## src/core/adfmt_pkg.sv

```systemverilog
// Purpose: constants and types for the output data-format control block
// Assumes: 16-bit converter words, 4-wire serial configuration port
package adfmt_pkg;
	localparam int DATA_W = 16;
	localparam int FRAME_BITS = 16;
	localparam logic [6:0] ADDR_RESET = 7'h00;
	localparam logic [6:0] ADDR_FORMAT = 7'h04;
	localparam logic [7:0] FORMAT_RESET = 8'h00;
	localparam logic [7:0] FORMAT_WMASK = 8'h3F;
	localparam int SRST_BIT = 7;
	localparam int PAT_LSB = 3;
	localparam int ALT_INV_BIT = 2;
	localparam int SCRAMBLE_BIT = 1;
	localparam int TWOS_BIT = 0;
	localparam logic [2:0] PAT_ZERO = 3'h1;
	localparam logic [2:0] PAT_ONES = 3'h3;
	localparam logic [2:0] PAT_CHECK = 3'h5;
	localparam logic [2:0] PAT_ALT = 3'h7;
	localparam logic [15:0] CHECK_A = 16'h5555;
	localparam logic [15:0] CHECK_B = 16'hAAAA;
	localparam logic [15:0] ALT_INV_MASK = 16'hAAAA;

	typedef struct packed {
		logic [2:0] pattern;
		logic alt_invert;
		logic scramble;
		logic twos;
	} adfmt_cfg_t;
endpackage : adfmt_pkg

```

## src/core/adfmt_buf2.sv

```systemverilog
// Purpose: two-entry valid/ready buffer for output words
// Assumes: single clock, active-low reset already synchronised
// Notes: full when two words held
`timescale 1ns/10ps
`default_nettype none
module adfmt_buf2 #(
	parameter int W = 16
) (
	input wire logic clk, // clock
	input wire logic rst_n, // reset
	input wire logic in_valid, // word offered
	output logic in_ready, // room available
	input wire logic [W-1:0] in_data, // word in
	output logic out_valid, // word held
	input wire logic out_ready, // receiver takes
	output logic [W-1:0] out_data // oldest word
);
	logic [W-1:0] mem_r [2];
	logic [W-1:0] mem_nxt [2];
	logic [1:0] cnt_r, cnt_nxt;
	logic rd_r, rd_nxt;
	logic wr_r, wr_nxt;
	logic push, pop;
	logic in_ready_r, in_ready_nxt;

	// room flag kept in a flop so the top output comes straight from a register
	assign in_ready = in_ready_r;
	assign out_valid = (cnt_r != 2'd0);
	assign out_data = mem_r[rd_r];
	assign push = in_valid && in_ready;
	assign pop = out_valid && out_ready;

	always_comb begin
		mem_nxt = mem_r;
		rd_nxt = rd_r;
		wr_nxt = wr_r;
		cnt_nxt = cnt_r;
		if (push) begin
			mem_nxt[wr_r] = in_data;
			wr_nxt = ~wr_r;
		end
		if (pop) begin
			rd_nxt = ~rd_r;
		end
		if (push && !pop) begin
			cnt_nxt = cnt_r + 2'd1;
		end else if (pop && !push) begin
			cnt_nxt = cnt_r - 2'd1;
		end
		in_ready_nxt = (cnt_nxt != 2'h2);
	end

	always_ff @(posedge clk or negedge rst_n) begin
		if (!rst_n) begin
			mem_r[0] <= '0;
			mem_r[1] <= '0;
			rd_r <= 1'b0;
			wr_r <= 1'b0;
			cnt_r <= 2'd0;
			in_ready_r <= 1'b0;
		end else begin
			in_ready_r <= in_ready_nxt;
			mem_r <= mem_nxt;
			rd_r <= rd_nxt;
			wr_r <= wr_nxt;
			cnt_r <= cnt_nxt;
		end
	end
endmodule : adfmt_buf2
`default_nettype wire

```

## src/core/adfmt_top.sv

```systemverilog
// Purpose: serial-programmed data-format register and output word formatter
// Assumes: serial pins sampled by SYS_CLK, well above serial clock rate
// Notes: randomizer xors bits 15..1 with bit 0; alternate polarity inverts odd bits
`timescale 1ns/10ps
`default_nettype none
module adfmt_top #(
	parameter int DATA_W = adfmt_pkg::DATA_W
) (
	input wire logic SYS_CLK, // 40 MHz clock
	input wire logic RESETN, // async reset, active low
	input wire logic CS_N, // serial select, active low
	input wire logic SCK, // serial clock
	input wire logic SDI, // serial data in
	output logic SDO_OUT, // serial out level, always 0
	output logic SDO_OE_N, // low pulls serial out low
	input wire logic SAMPLE_VALID, // converter word offered
	input wire logic [DATA_W-1:0] SAMPLE_DATA, // converter word, offset binary
	output logic SAMPLE_READY, // formatter accepts word
	output logic OUT_VALID, // formatted word valid
	input wire logic OUT_READY, // capture logic takes word
	output logic [DATA_W-1:0] OUT_DATA, // formatted word
	output logic [7:0] FORMAT_REG // data-format register contents
);
	// ----------------------------------------------------------------
	// reset and pin synchronisers
	// ----------------------------------------------------------------
	logic [1:0] rst_sync_r;
	logic rst_n;
	logic [1:0] cs_s_r, sck_s_r, sdi_s_r;
	logic sck_d_r;

	always_ff @(posedge SYS_CLK or negedge RESETN) begin
		if (!RESETN) begin
			rst_sync_r <= 2'b00;
		end else begin
			rst_sync_r <= {rst_sync_r[0], 1'b1};
		end
	end
	assign rst_n = rst_sync_r[1];

	always_ff @(posedge SYS_CLK or negedge rst_n) begin
		if (!rst_n) begin
			cs_s_r <= 2'b11;
			sck_s_r <= 2'b00;
			sdi_s_r <= 2'b00;
			sck_d_r <= 1'b0;
		end else begin
			cs_s_r <= {cs_s_r[0], CS_N};
			sck_s_r <= {sck_s_r[0], SCK};
			sdi_s_r <= {sdi_s_r[0], SDI};
			sck_d_r <= sck_s_r[1];
		end
	end

	// ----------------------------------------------------------------
	// serial frame engine
	// ----------------------------------------------------------------
	logic sel, rise, fall;
	logic [4:0] bit_cnt_r, bit_cnt_nxt;
	logic [15:0] shift_r, shift_nxt;
	logic [7:0] rd_sh_r, rd_sh_nxt;
	logic sdo_oe_n_r, sdo_oe_n_nxt;
	logic [7:0] fmt_r, fmt_nxt;
	logic srst_r, srst_nxt;
	logic [7:0] rd_val;

	assign sel = !cs_s_r[1];
	assign rise = sck_s_r[1] && !sck_d_r;
	assign fall = !sck_s_r[1] && sck_d_r;

	always_comb begin
		// readback value; the address completes with the incoming bit
		case ({shift_r[5:0], sdi_s_r[1]})
			adfmt_pkg::ADDR_FORMAT: rd_val = fmt_r;
			default: rd_val = 8'h00;
		endcase
	end

	always_comb begin
		bit_cnt_nxt = bit_cnt_r;
		shift_nxt = shift_r;
		rd_sh_nxt = rd_sh_r;
		sdo_oe_n_nxt = sdo_oe_n_r;
		fmt_nxt = fmt_r;
		srst_nxt = 1'b0;
		if (srst_r) begin
			fmt_nxt = adfmt_pkg::FORMAT_RESET;
		end
		if (!sel) begin
			bit_cnt_nxt = 5'd0;
			sdo_oe_n_nxt = 1'b1;
			// ones keep the pin released on write frames
			rd_sh_nxt = 8'hFF;
		end else begin
			if (rise && bit_cnt_r < 5'(adfmt_pkg::FRAME_BITS)) begin
				shift_nxt = {shift_r[14:0], sdi_s_r[1]};
				bit_cnt_nxt = bit_cnt_r + 5'd1;
				if (bit_cnt_r == 5'd7 && shift_r[6]) begin
					rd_sh_nxt = rd_val;
				end
				if (bit_cnt_r == 5'd15 && !shift_r[14]) begin
					if (shift_r[13:7] == adfmt_pkg::ADDR_FORMAT) begin
						fmt_nxt = {shift_r[6:0], sdi_s_r[1]} & adfmt_pkg::FORMAT_WMASK;
					end
					if (shift_r[13:7] == adfmt_pkg::ADDR_RESET && shift_r[6]) begin
						srst_nxt = 1'b1;
					end
				end
			end
			if (fall && bit_cnt_r >= 5'd8 && bit_cnt_r < 5'd16) begin
				sdo_oe_n_nxt = rd_sh_r[7];
				rd_sh_nxt = {rd_sh_r[6:0], 1'b1};
			end else if (fall && bit_cnt_r >= 5'd16) begin
				sdo_oe_n_nxt = 1'b1;
			end
		end
	end

	always_ff @(posedge SYS_CLK or negedge rst_n) begin
		if (!rst_n) begin
			bit_cnt_r <= 5'd0;
			shift_r <= 16'h0000;
			rd_sh_r <= 8'hFF;
			sdo_oe_n_r <= 1'b1;
			fmt_r <= adfmt_pkg::FORMAT_RESET;
			srst_r <= 1'b0;
		end else begin
			bit_cnt_r <= bit_cnt_nxt;
			shift_r <= shift_nxt;
			rd_sh_r <= rd_sh_nxt;
			sdo_oe_n_r <= sdo_oe_n_nxt;
			fmt_r <= fmt_nxt;
			srst_r <= srst_nxt;
		end
	end

	// ----------------------------------------------------------------
	// output word formatter
	// ----------------------------------------------------------------
	adfmt_pkg::adfmt_cfg_t cfg;
	logic [DATA_W-1:0] fw;
	logic [DATA_W-1:0] pat_full;
	logic toggle_r, toggle_nxt;
	logic in_ready;
	logic push;

	assign cfg = adfmt_pkg::adfmt_cfg_t'(fmt_r[5:0]);
	assign pat_full = {DATA_W{1'b1}};
	assign push = SAMPLE_VALID && in_ready;

	always_comb begin
		fw = SAMPLE_DATA;
		if (cfg.twos) begin
			fw[DATA_W-1] = ~fw[DATA_W-1];
		end
		if (cfg.scramble) begin
			fw[DATA_W-1:1] = fw[DATA_W-1:1] ^ {(DATA_W-1){fw[0]}};
		end
		if (cfg.alt_invert) begin
			fw = fw ^ adfmt_pkg::ALT_INV_MASK[DATA_W-1:0];
		end
		case (cfg.pattern)
			adfmt_pkg::PAT_ZERO: fw = '0;
			adfmt_pkg::PAT_ONES: fw = pat_full;
			adfmt_pkg::PAT_CHECK: fw = toggle_r ? adfmt_pkg::CHECK_B[DATA_W-1:0]
				: adfmt_pkg::CHECK_A[DATA_W-1:0];
			adfmt_pkg::PAT_ALT: fw = toggle_r ? pat_full : '0;
			default: ;
		endcase
		toggle_nxt = push ? ~toggle_r : toggle_r;
	end

	always_ff @(posedge SYS_CLK or negedge rst_n) begin
		if (!rst_n) begin
			toggle_r <= 1'b0;
		end else begin
			toggle_r <= toggle_nxt;
		end
	end

	logic buf_valid;
	logic [DATA_W-1:0] buf_data;
	logic out_valid_r, out_valid_nxt;
	logic [DATA_W-1:0] out_data_r, out_data_nxt;
	logic buf_take;

	adfmt_buf2 #(.W(DATA_W)) u_buf (
		.clk(SYS_CLK),
		.rst_n(rst_n),
		.in_valid(SAMPLE_VALID),
		.in_ready(in_ready),
		.in_data(fw),
		.out_valid(buf_valid),
		.out_ready(buf_take),
		.out_data(buf_data)
	);

	// output stage register, refilled when empty or taken
	assign buf_take = !out_valid_r || OUT_READY;

	always_comb begin
		out_valid_nxt = out_valid_r;
		out_data_nxt = out_data_r;
		if (buf_take) begin
			out_valid_nxt = buf_valid;
			out_data_nxt = buf_valid ? buf_data : out_data_r;
		end
	end

	always_ff @(posedge SYS_CLK or negedge rst_n) begin
		if (!rst_n) begin
			out_valid_r <= 1'b0;
			out_data_r <= '0;
		end else begin
			out_valid_r <= out_valid_nxt;
			out_data_r <= out_data_nxt;
		end
	end

	assign SAMPLE_READY = in_ready;
	assign OUT_VALID = out_valid_r;
	assign OUT_DATA = out_data_r;
	assign FORMAT_REG = fmt_r;
	assign SDO_OUT = 1'b0;
	assign SDO_OE_N = sdo_oe_n_r;
endmodule : adfmt_top
`default_nettype wire

```

## config.mk

```make
export PLATFORM = sky130hd
export DESIGN_NAME = adfmt_top
export DESIGN_NICKNAME = d
export VERILOG_FILES = /design/src/core/adfmt_pkg.sv /design/src/core/adfmt_buf2.sv /design/src/core/adfmt_top.sv
export SDC_FILE = /design/constraint.sdc
export NUM_CORES = 1
export LEC_CHECK = 0
export ABC_AREA = 1
export BUFFER_PORTS_ARGS = -buffer_cell sky130_fd_sc_hd__buf_2
export CORE_AREA = 2 2 132 134
export CTS_BUF_LIST = sky130_fd_sc_hd__clkbuf_16
export CTS_CLUSTER_SIZE = 16
export DETAILED_ROUTE_END_ITERATION = 7
export DIE_AREA = 0 0 134 136
export RECOVER_POWER = 50
export REMOVE_ABC_BUFFERS = 1
export SETUP_SLACK_MARGIN = 0.02
export SLEW_MARGIN = 20
export SYNTH_ARGS = -nofsm -noshare
export SYNTH_HDL_FRONTEND = slang
export SYNTH_SLANG_ARGS = --single-unit
```

## constraint.sdc

```tcl
create_clock -name SYS_CLK -period 4.1 [get_ports SYS_CLK]
set_input_delay 0.205 -clock SYS_CLK [delete_from_list [all_inputs] [get_ports SYS_CLK]]
set_output_delay 0.205 -clock SYS_CLK [all_outputs]
set_load 0.005 [all_outputs]
```

==> results of run 1 <==
registers in the layout, summed over array words and instances (netlist names), 2 cells and up:
register,flops
rst_sync_r,2
bit_cnt_r,5
FORMAT_REG,8
OUT_DATA,16
u_buf.mem_r,32
sdi_s_r,2
sck_s_r,2
u_buf.cnt_r,2
shift_r,15
cs_s_r,2
rd_sh_r,8
power breakdown:
group	internal, W	switching (W)
registers	0.00132	0.000201
logic	0.000314	0.000477
clock network	0.000594	0.000376
how the worst max path moves through the flow:
stage	from	end	depth (start not counted)
4_1_cts	u_buf.rd_r	u_buf.rd_r	2
5_1_grt	sck_s_r[1]	FORMAT_REG[1]	9
3_5_place_dp	u_buf.rd_r	OUT_DATA[8]	3
3_3_place_gp	u_buf.rd_r	OUT_DATA[15]	3
6_report	u_buf.rd_r	u_buf.rd_r	2
2_1_floorplan	rst_sync_r[1]	FORMAT_REG[0]	0
placed cells by master, fill, tap and decap left out, types with 2 or more instances in the layout:
cell type / Yosys / layout
inv_4: 2 / 2
xnor2_1: 8 / 8
nand2_2: 2 / 2
buf_4: 2 / 3
clkbuf_16: 0 / 9
nand3_1: 34 / 34
conb_1: 2 / 2
clkinv_1: 2 / 3
o21ai_1: 14 / 14
o21a_1: 4 / 4
dfstp_2: 11 / 11
dfrtp_1: 91 / 91
a31oi_1: 21 / 21
nand2_4: 5 / 4
o21ai_0: 12 / 12
clkbuf_1: 1 / 14
nor2_4: 2 / 2
nor2_1: 60 / 61
nor2_2: 4 / 3
inv_2: 4 / 4
bufinv_16: 0 / 3
nand3b_1: 2 / 2
nand2_1: 202 / 204
dlygate4sd3_1: 0 / 4
buf_2: 13 / 35
xor2_1: 12 / 12
nor3_1: 2 / 2
ha_1: 4 / 4
a21oi_1: 7 / 7
inv_1: 29 / 30
logic make-up (layout without fill, tap and decap cells):
logic type,count (synthesis),after routing
other,2,2
XOR/XNOR,21,21
flip-flops,102,102
AND/OR/NAND/NOR,317,317
AO/OA/AOI/OAI,59,59
adder cells (fa/ha/maj),4,4
buffers and inverters,60,111
layout make-up:
| type | instances | share of cell area |
|---|---|---|
| Tap cell | 225 | 0.05062 |
| Timing Repair Buffer | 57 | 0.05714 |
| Clock inverter | 7 | 0.02047 |
| Clock buffer | 9 | 0.04049 |
| Multi-Input combinational cell | 403 | 0.3431 |
| Sequential cell | 102 | 0.4614 |
| Inverter | 38 | 0.02677 |
tightest hold or removal path: cells and delay by family:
family / cells / cell delay, ns
buffers and inverters: 2 / 0.11
AND/OR/NAND/NOR: 2 / 0.11
metal layers:
metal  GRT usage  vias to the layer above  part of all wire
li1            -                     1873                 -
met1      0.1698                     1687              0.49
met2      0.1897                       72              0.44
met3     0.03318                        7             0.057
met4     0.03191                        0            0.0077
met5           0                        -                 0
cells in the mapped netlist (4+ instances only):
| master | number |
|---|---|
| inv_2 | 4 |
| nand3_1 | 34 |
| nand2_1 | 202 |
| dfstp_2 | 11 |
| buf_2 | 13 |
| inv_1 | 29 |
| xor2_1 | 12 |
| dfrtp_1 | 91 |
| xnor2_1 | 8 |
| a21oi_1 | 7 |
| o21ai_0 | 12 |
| buf_6 | 5 |
| ha_1 | 4 |
| nand2_4 | 5 |
| o21a_1 | 4 |
| nor2_2 | 4 |
| o21ai_1 | 14 |
| a31oi_1 | 21 |
| nor2_1 | 60 |
through the flow:
step / hold slack [ns] / total power [W]
final: 0.1123 / 0.003281
after global placement: -0.008386 / 0.002329
after global routing: 0.1637 / 0.003537
after floorplan: -0.09059 / 0.002044
after detailed placement: -0.006691 / 0.002353
after CTS: 0.1081 / 0.003330
==> results by group, run 1 <==
Setup path
  – Cell at the slowest stage of the critical path: dfrtp_1
  – WP buf/inv: 1
  – Worst-path maximum fanout: 17
  – Cell family with the largest share of critical-path delay: flip-flops
  – Crit. End Element: flop
  – Reg2Reg Launch Point: u_buf.rd_r
  – Worst Setup Path Type: flop to flop
  – Critical Path AT: 2.20 ns
  – Max stage delay on crit path: 0.79 ns
  – Crit path required time: 4.31 ns
  – Cells on worst reg2reg path: 2
  – Worst setup SP type: flop
  – Reg2reg end: u_buf.rd_r
  – R2R setup slack: 2.11 ns
  – CP Cell Sequence: clkinv_1 -> xor2_1

CTS
  – CTS sink count: 102
  – H-tree depth: 3
  – CTS resizes: 0
  – CTS max path bufs: 2
  – CTS tree: yes
  – Hold_buf cts: 4
  – CTS clk-pin slew, worst paths: 0.07 ns
  – Post-CTS Setup Bufs: 0
  – CTS buffer count: 9
  – CTS Root Buffer Type: clkbuf_16
  – Worst skew pair latency: 0.35 ns

Synth
  – Synth top area share: 0.4731
  – Syn Inst Count: 565
  – Synth Area in Simple Gates: 0.2807
  – Synth Register Bits: 102
  – Ys flop type: dfrtp_1
  – Yosys top cell by area: dfrtp_1
  – Fraction of registers with async set/reset: 1.000
  – Post-synthesis compound-gate area fraction: 0.06940
  – Largest family of logic cells by synthesized area: simple AND/OR/NAND/NOR gates
  – Synth Area in Adders: 0.01040
  – Avg Cell Area, Syn: 8.519 sq um
  – Distinct cells, synth: 36
  – XOR/XNOR Fraction of Synth Area: 0.03977
  – Post-synth EDFFs: 0
  – Mux cell area share after synthesis: 0
  – Top post-synthesis cells by area: dfrtp_1 (47%), nand2_1 (16%), dfstp_2 (6.0%), nor2_1 (4.7%), nand3_1 (3.5%)
  – Synth Cell Area: 0.004813 sq mm
  – Sequential area share after synthesis: 0.5331
  – Synth warn: 0

GRT
  – Initial antenna violation count: 0
  – Vias in the first global route: 3489
  – Tot GR Track Use: 0.1226
  – Largest net degree at the start of global routing: 80
  – First-pass GRT wire length: 17.80 mm
  – GRT overflow: 0

Detailed routing
  – Routed WL per cell: 12.37 microns
  – Final WL: 10.40 mm
  – Detail Route Antenna Nets: 0
  – First-pass DRT Iterations: 4
  – Vias per inst: 4.327
  – Initial DRC Count: 256
  – # DRC: 0
  – Via count: 3639

STA
  – Tcrit/Tclk final: 0.4863
  – Final hold vios: 0
  – Fmax achieved: 501.5 MHz
  – Setup Skew: 0.009108 ns
  – RSZ-0062 raised after global routing: no
  – Final min period: 1.994 ns
  – Least-Margin Pin Slew: 1.177 ns
  – Final Setup Violations: 0
  – Max Slew Vio Count: 0
  – Post-Route Setup TNS: 0 ns
  – Final setup slack of the worst path: 2.106 ns
  – Slew headroom: 0.2151

Floorplan
  – Chip Height: 136 microns
  – Core Region: 0.01688 sq mm
  – Die X: 134 microns
  – Cell row count: 48
  – Die area: 0.01822 sq mm
  – Starting Density: 0.2852
  – Io pins: 51

Placed design
  – # placed instances: 820
  – Global placer's final weighted congestion: 0.7563
  – DP Area: 0.005206 sq mm
  – Place WS: 2.074 ns
  – Port buffer count: 49
  – Dpl hpwl: 6.991 mm

Hold path
  – Min-Delay Path Class: input port to flop
  – Hold path startpoint: OUT_READY
  – Hold Crit Depth: 4
  – Sink of the worst hold path: OUT_VALID

Power
  – Maximum VDD drop: 0.2602 mV
  – LEAKAGE: 2.717 nW
  – Pwr Density: 590.0 mW/mm^2

Cells and area
  – Sequential cell area: 0.002566 sq mm
  – Non-Filler Cell Area, Final: 0.005562 sq mm
  – Post-layout net count: 638
  – Final Util: 0.3296
  – FILL cells: 1784
  – Multi-input logic area: 0.001908 sq mm
  – ANT cells: 0
  – Non-filler cells, final: 841
  – Area Growth Syn to Fin: 15.54%
  – Share of layout cells above drive strength 1: 0.1380

Outcome
  – Outcome: complete, no violations

Job
  – Maxcap violations: 0
(Power assumes the default switching activity.)
==> run 2: changes to the inputs <==
==> constraint.sdc (replaced) <==
create_clock -name SYS_CLK -period 2 [get_ports SYS_CLK]
set_input_delay 0.1 -clock SYS_CLK [delete_from_list [all_inputs] [get_ports SYS_CLK]]
set_output_delay 0.1 -clock SYS_CLK [all_outputs]
set_load 0.005 [all_outputs]
==> results by group, run 2 (synthesis results as in run 1) <==
Detailed routing
  – First-pass DRT Iterations: 4 (unchanged)
  – Vias per inst: 4.378 (+1.2%)
  – Via count: 3721 (+2.3%)
  – # DRC: 0 (unchanged)
  – Routed WL per cell: 12.39 microns (+0.17%)
  – Detail Route Antenna Nets: 0 (unchanged)
  – Final WL: 10.53 mm (+1.2%)
  – Initial DRC Count: 223 (-13%)

Setup path
  – CP Cell Sequence: ha_1 -> nand2_1 -> nor2_1 -> ha_1 -> nand3_1 -> nor2_4 -> nand2_4 -> nand3b_1 -> nand2_1
  – Crit. End Element: flop
  – Cell at the slowest stage of the critical path: dfrtp_1
  – Critical Path AT: 1.83 ns (-0.37 ns)
  – Max stage delay on crit path: 0.38 ns (-0.41 ns)
  – Worst Setup Path Type: flop to flop
  – Worst-path maximum fanout: 9 (-8)
  – Worst setup SP type: flop
  – Crit path required time: 2.23 ns (-2.08 ns)

CTS
  – CTS max path bufs: 2 (unchanged)
  – Hold_buf cts: 4 (unchanged)
  – CTS resizes: 0 (unchanged)
  – Post-CTS Setup Bufs: 0 (unchanged)
  – CTS buffer count: 9 (unchanged)
  – Worst skew pair latency: 0.34 ns (about the same)
  – CTS clk-pin slew, worst paths: 0.07 ns (about the same)
  – CTS sink count: 102 (unchanged)
  – CTS Root Buffer Type: clkbuf_16
  – H-tree depth: 3 (unchanged)
  – CTS tree: yes

Floorplan
  – Cell row count: 48 (unchanged)
  – Io pins: 51 (unchanged)
  – Core Region: 0.01688 sq mm (unchanged)
  – Die area: 0.01822 sq mm (unchanged)
  – Chip Height: 136 microns (unchanged)
  – Die X: 134 microns (unchanged)
  – Starting Density: 0.2852 (unchanged)

STA
  – Tcrit/Tclk final: 0.7976 (+0.3113)
  – Final hold vios: 0 (unchanged)
  – Final min period: 1.595 ns (-0.3987 ns)
  – Hold Slack: 0.01122 ns (-0.1010 ns)
  – Setup Skew: 0.006271 ns (-0.002837 ns)
  – RSZ-0062 raised after global routing: no
  – Final Setup Violations: 0 (unchanged)
  – Fmax achieved: 626.9 MHz (+25%)
  – Least-Margin Pin Slew: 1.354 ns (+0.1767 ns)
  – Max Slew Vio Count: 0 (unchanged)
  – Slew headroom: 0.09733 (-0.1178)

GRT
  – GRT overflow: 0 (unchanged)
  – Largest net degree at the start of global routing: 55 (-31%)
  – First-pass GRT wire length: 17.74 mm (-0.31%)
  – Initial antenna violation count: 0 (unchanged)
  – Vias in the first global route: 3538 (+1.4%)
  – Tot GR Track Use: 0.1227 (+0.0001388)

Cells and area
  – Commonest non-fill, non-tap cells in the layout: nand2_1 (202), dfrtp_1 (91), nor2_1 (60)
  – Area Growth Syn to Fin: 16.30%
  – Non-filler cells, final: 850 (+1.1%)
  – ANT cells: 0 (unchanged)
  – Post-layout net count: 647 (+1.4%)
  – Commonest non-fill, non-tap cell in the layout: nand2_1
  – Max reg flops: 32 (unchanged)
  – Share of layout cells above drive strength 1: 0.1600 (+0.02201)
  – Top reg by flops: u_buf.mem_r
  – FILL cells: 1810 (+1.5%)

Power
  – Maximum VDD drop: 0.4816 mV (+85%)
  – LEAKAGE: 2.737 nW (+0.73%)
  – Pwr Density: 1156 mW/mm^2 (+96%)

Job
  – Maxcap violations: 0 (unchanged)

Placed design
  – Global placer's final weighted congestion: 0.7548 (-0.20%)
  – Dpl hpwl: 7.270 mm (+4.0%)
  – # placed instances: 830 (+1.2%)
  – Port buffer count: 49 (unchanged)

Outcome
  – Outcome: complete, no violations

Hold path
  – Min-Delay Path Class: input port to flop
==> run 2: cell types whose count changed in the layout (fill, tap and decap cells not counted), sizes merged <==
cell	previous run	this run
buf	39	49
bufinv	3	0
clkbuf	23	22
clkinv	4	5
clkinvlp	2	3
inv	36	37
==> run 2: critical path, delay by kind of cell, from the launching register on <==
kind                       cells  cell delay, ns
adders and majority gates      2            0.35
DFF                            1            0.38
and+or+nand+nor                7            0.75
==> run 2: area by class of cell <==
| cell class | count | area (sq um) | share of cell area |
|---|---|---|---|
| inverters | 38 | 152.6 | 0.02727 |
| clock buffers | 9 | 225.2 | 0.04023 |
| flip-flops and latches | 102 | 2566 | 0.4584 |
| multi-input cells | 403 | 1934 | 0.3456 |
| clock inverters | 7 | 58.81 | 0.01051 |
| repair buffers | 66 | 379.1 | 0.06772 |
| well taps | 225 | 281.5 | 0.05029 |
==> run 2: stage by stage <==
stage	setup TNS (ns)	util	setup slack (ns)	total power, W	instance area [sq um]
global placement	0	0.3137	0.4452	0.004826	5294
CTS	0	0.3329	0.3945	0.006584	5618
floorplan	-95.29	-	-1.033	0.004191	4653
detailed placement	0	0.3137	0.4123	0.004885	5294
finish	0	0.3317	0.4048	0.006472	5598
global route	0	0.3317	0.1829	0.006995	5598
==> run 2: power breakdown <==
part	internal (W)	switching, W	total (W)
Clock	0.000862	0.000821	0.00168
Sequential	0.00270	0.000355	0.00306
Combinational	0.000683	0.00105	0.00173
==> run 2: per-layer routing <==
metal / up-vias / track usage / part of all wire
li1: 1878 / - / -
met1: 1749 / 0.1691 / 0.48
met5: - / 0 / 0
met3: 10 / 0.02424 / 0.064
met4: 0 / 0.02837 / 0.010
met2: 84 / 0.1997 / 0.45
==> run 2: path summary, 6_finish.rpt <==
kind                                from  slack (ns)  cells past startpoint             to
hold / removal                 OUT_READY        0.01                      4      OUT_VALID
min in group asynchronous         RESETN        0.06                      2  rst_sync_r[0]
max in group asynchronous  rst_sync_r[1]        0.46                      1     rd_sh_r[7]
hold reg to reg               sdi_s_r[0]        0.35                      0     sdi_s_r[1]
setup reg to reg            bit_cnt_r[0]        0.40                      9  FORMAT_REG[1]
setup / recovery            bit_cnt_r[0]        0.40                      9  FORMAT_REG[1]
==> run 3: changes to the inputs <==
==> constraint.sdc (replaced) <==
create_clock -name SYS_CLK -period 1.5 [get_ports SYS_CLK]
set_input_delay 0.075 -clock SYS_CLK [delete_from_list [all_inputs] [get_ports SYS_CLK]]
set_output_delay 0.075 -clock SYS_CLK [all_outputs]
set_load 0.005 [all_outputs]
==> results by group, run 3 (synthesis results as in run 1) <==
CTS
  – Worst skew pair latency: 0.35 ns (about the same)
  – H-tree depth: 3 (unchanged)
  – CTS max path bufs: 2 (unchanged)
  – CTS clk-pin slew, worst paths: 0.07 ns (about the same)
  – CTS tree: yes
  – CTS Root Buffer Type: clkbuf_16
  – CTS buffer count: 9 (unchanged)
  – CTS sink count: 102 (unchanged)

Setup path
  – Critical Path AT: 1.71 ns (-0.12 ns)
  – Crit. End Element: flop
  – Worst Setup Path Type: flop to flop
  – Worst-path maximum fanout: 9 (unchanged)
  – Worst setup SP type: flop
  – Crit path required time: 1.74 ns (-0.49 ns)

Hold path
  – Min-Delay Path Class: input port to asynchronous set/reset pin

Cells and area
  – Max reg flops: 32 (unchanged)
  – Top reg by flops: u_buf.mem_r
  – Non-filler cells, final: 872 (+2.6%)
  – Final Util: 0.3569 (+0.02521)
  – Commonest non-fill, non-tap cells in the layout: nand2_1 (200), dfrtp_1 (91), nor2_1 (54)
  – Share of layout cells above drive strength 1: 0.2334 (+0.07338)
  – Post-layout net count: 669 (+3.4%)
  – ANT cells: 0 (unchanged)
  – Commonest non-fill, non-tap cell in the layout: nand2_1
  – Area Growth Syn to Fin: 25.14%

Placed design
  – Dpl hpwl: 7.385 mm (+1.6%)
  – Global placer's final weighted congestion: 0.8046 (+6.6%)
  – Place WS: 0.01635 ns (-0.3959 ns)
  – Port buffer count: 49 (unchanged)
  – # placed instances: 841 (+1.3%)

Floorplan
  – Die X: 134 microns (unchanged)
  – Cell row count: 48 (unchanged)
  – Chip Height: 136 microns (unchanged)
  – Core Region: 0.01688 sq mm (unchanged)
  – Io pins: 51 (unchanged)
  – Die area: 0.01822 sq mm (unchanged)
  – Starting Density: 0.2852 (unchanged)

Detailed routing
  – Vias per inst: 4.381 (about the same)
  – # DRC: 0 (unchanged)
  – Final WL: 11.03 mm (+4.8%)
  – First-pass DRT Iterations: 4 (unchanged)
  – Via count: 3820 (+2.7%)
  – Detail Route Antenna Nets: 0 (unchanged)
  – Initial DRC Count: 216 (-3.1%)
  – Routed WL per cell: 12.65 microns (+2.1%)

GRT
  – Largest net degree at the start of global routing: 37 (-33%)
  – First-pass GRT wire length: 17.64 mm (-0.58%)
  – GRT overflow: 0 (unchanged)
  – Tot GR Track Use: 0.1215 (-0.001251)
  – Initial antenna violation count: 0 (unchanged)
  – Vias in the first global route: 3655 (+3.3%)

Power
  – Pint: 0.006156 W (+45%)
  – Sw frac: 0.3333 (-0.01012)
  – Maximum VDD drop: 0.6752 mV (+40%)
  – Final Power: 0.009234 W (+43%)
  – Clock power frac: 0.250 (-0.010)
  – Sequential share of power: 0.441 (-0.032)
  – Psw: 0.003077 W (+38%)
  – LEAKAGE: 2.943 nW (+7.5%)
  – Comb pwr share: 0.309 (+0.042)
  – Pwr Density: 1533 mW/mm^2 (+33%)

STA
  – Final hold vios: 0 (unchanged)
  – Max Slew Vio Count: 0 (unchanged)
  – RSZ-0062 raised after global routing: yes
  – Slew headroom: 0.2836 (+0.1863)
  – Tcrit/Tclk final: 0.9816 (+0.1840)
  – Hold Slack: 0.03505 ns (+0.02383 ns)
  – Final setup slack of the worst path: 0.02762 ns (-0.3772 ns)
  – Setup Skew: 0.007656 ns (+0.001385 ns)
  – Final Setup Violations: 0 (unchanged)
  – Fmax achieved: 679.2 MHz (+8.3%)
  – Least-Margin Pin Slew: 1.075 ns (-0.2794 ns)
  – Final min period: 1.472 ns (-0.1228 ns)

Job
  – Maxcap violations: 0 (unchanged)

Outcome
  – Outcome: complete, no violations
[run 3: cell count changes in the layout (fill, tap and decap cells not counted), moves of 3 or more]
cell,change
buf_2,+12
clkbuf_1,-12
buf_4,+8
buf_12,+7
nor2_1,-6
nor2_4,+5
nand3_1,-3
[run 3: metal layers]
layer  vias up  wire, microns  GRT usage
met3         8            573    0.02908
met5         -              0          0
met4         0             77    0.02837
met2        86           5156     0.1926
met1      1789           5227     0.1683
li1       1937              -          -
[run 3: worst paths after layout]
| check | from | end | slack [ns] | cells past startpoint |
|---|---|---|---|---|
| max | bit_cnt_r[0] | FORMAT_REG[5] | 0.03 | 9 |
| max in group asynchronous | rst_sync_r[1] | cs_s_r[1] | 0.16 | 1 |
| min in group SYS_CLK | SAMPLE_DATA[0] | u_buf.mem_r[16] | 0.04 | 3 |
| min | RESETN | rst_sync_r[1] | 0.04 | 2 |
| max reg2reg | bit_cnt_r[0] | FORMAT_REG[5] | 0.03 | 9 |
| min reg2reg | sdi_s_r[0] | sdi_s_r[1] | 0.35 | 0 |
[run 3: power by group through the flow]
stage               Combinational [W]  Sequential (W)  Clock (W)
floorplan                     0.00148         0.00411          0
global placement              0.00246         0.00411          0
detailed placement            0.00252         0.00412          0
finish                        0.00285         0.00407    0.00231
global route                  0.00324         0.00417    0.00248
CTS                           0.00255         0.00407    0.00238
[run 3: repair_timing]
action	in CTS	in global routing
setup buffers	1	7
endpoints found under the hold margin	6	0
resized for setup	0	31
endpoints found under the setup margin	4	31
pin swaps	1	18
hold buffers	5	0
cloned	0	2
[run 3: area by class of cell]
cell class                 count  area (sq um)
fill                        1743         10850
sequential                   102          2566
multi-input combinational    403          2033
timing repair buffer          88         690.7
tap                          225         281.5
clock buffer                   9         225.2
inverter                      38         161.4
clock inverter                 7         65.06
[run 3: critical path, stage by stage (launching register included)]
cell and delay [ns]:
dfrtp_1 0.37, ha_2 0.18, nand2_1 0.05, nor2_1 0.09, ha_2 0.20, nand3_4 0.09
nor2_4 0.15, nand2_4 0.09, nand3b_1 0.09, nand2_1 0.05
[run 3: through the flow]
step	TNS, ns	area, sq um
finish	0	6023
CTS	0	5812
global placement	0	5464
floorplan	-152.71	4653
detailed placement	0	5464
global route	-1.440	6023
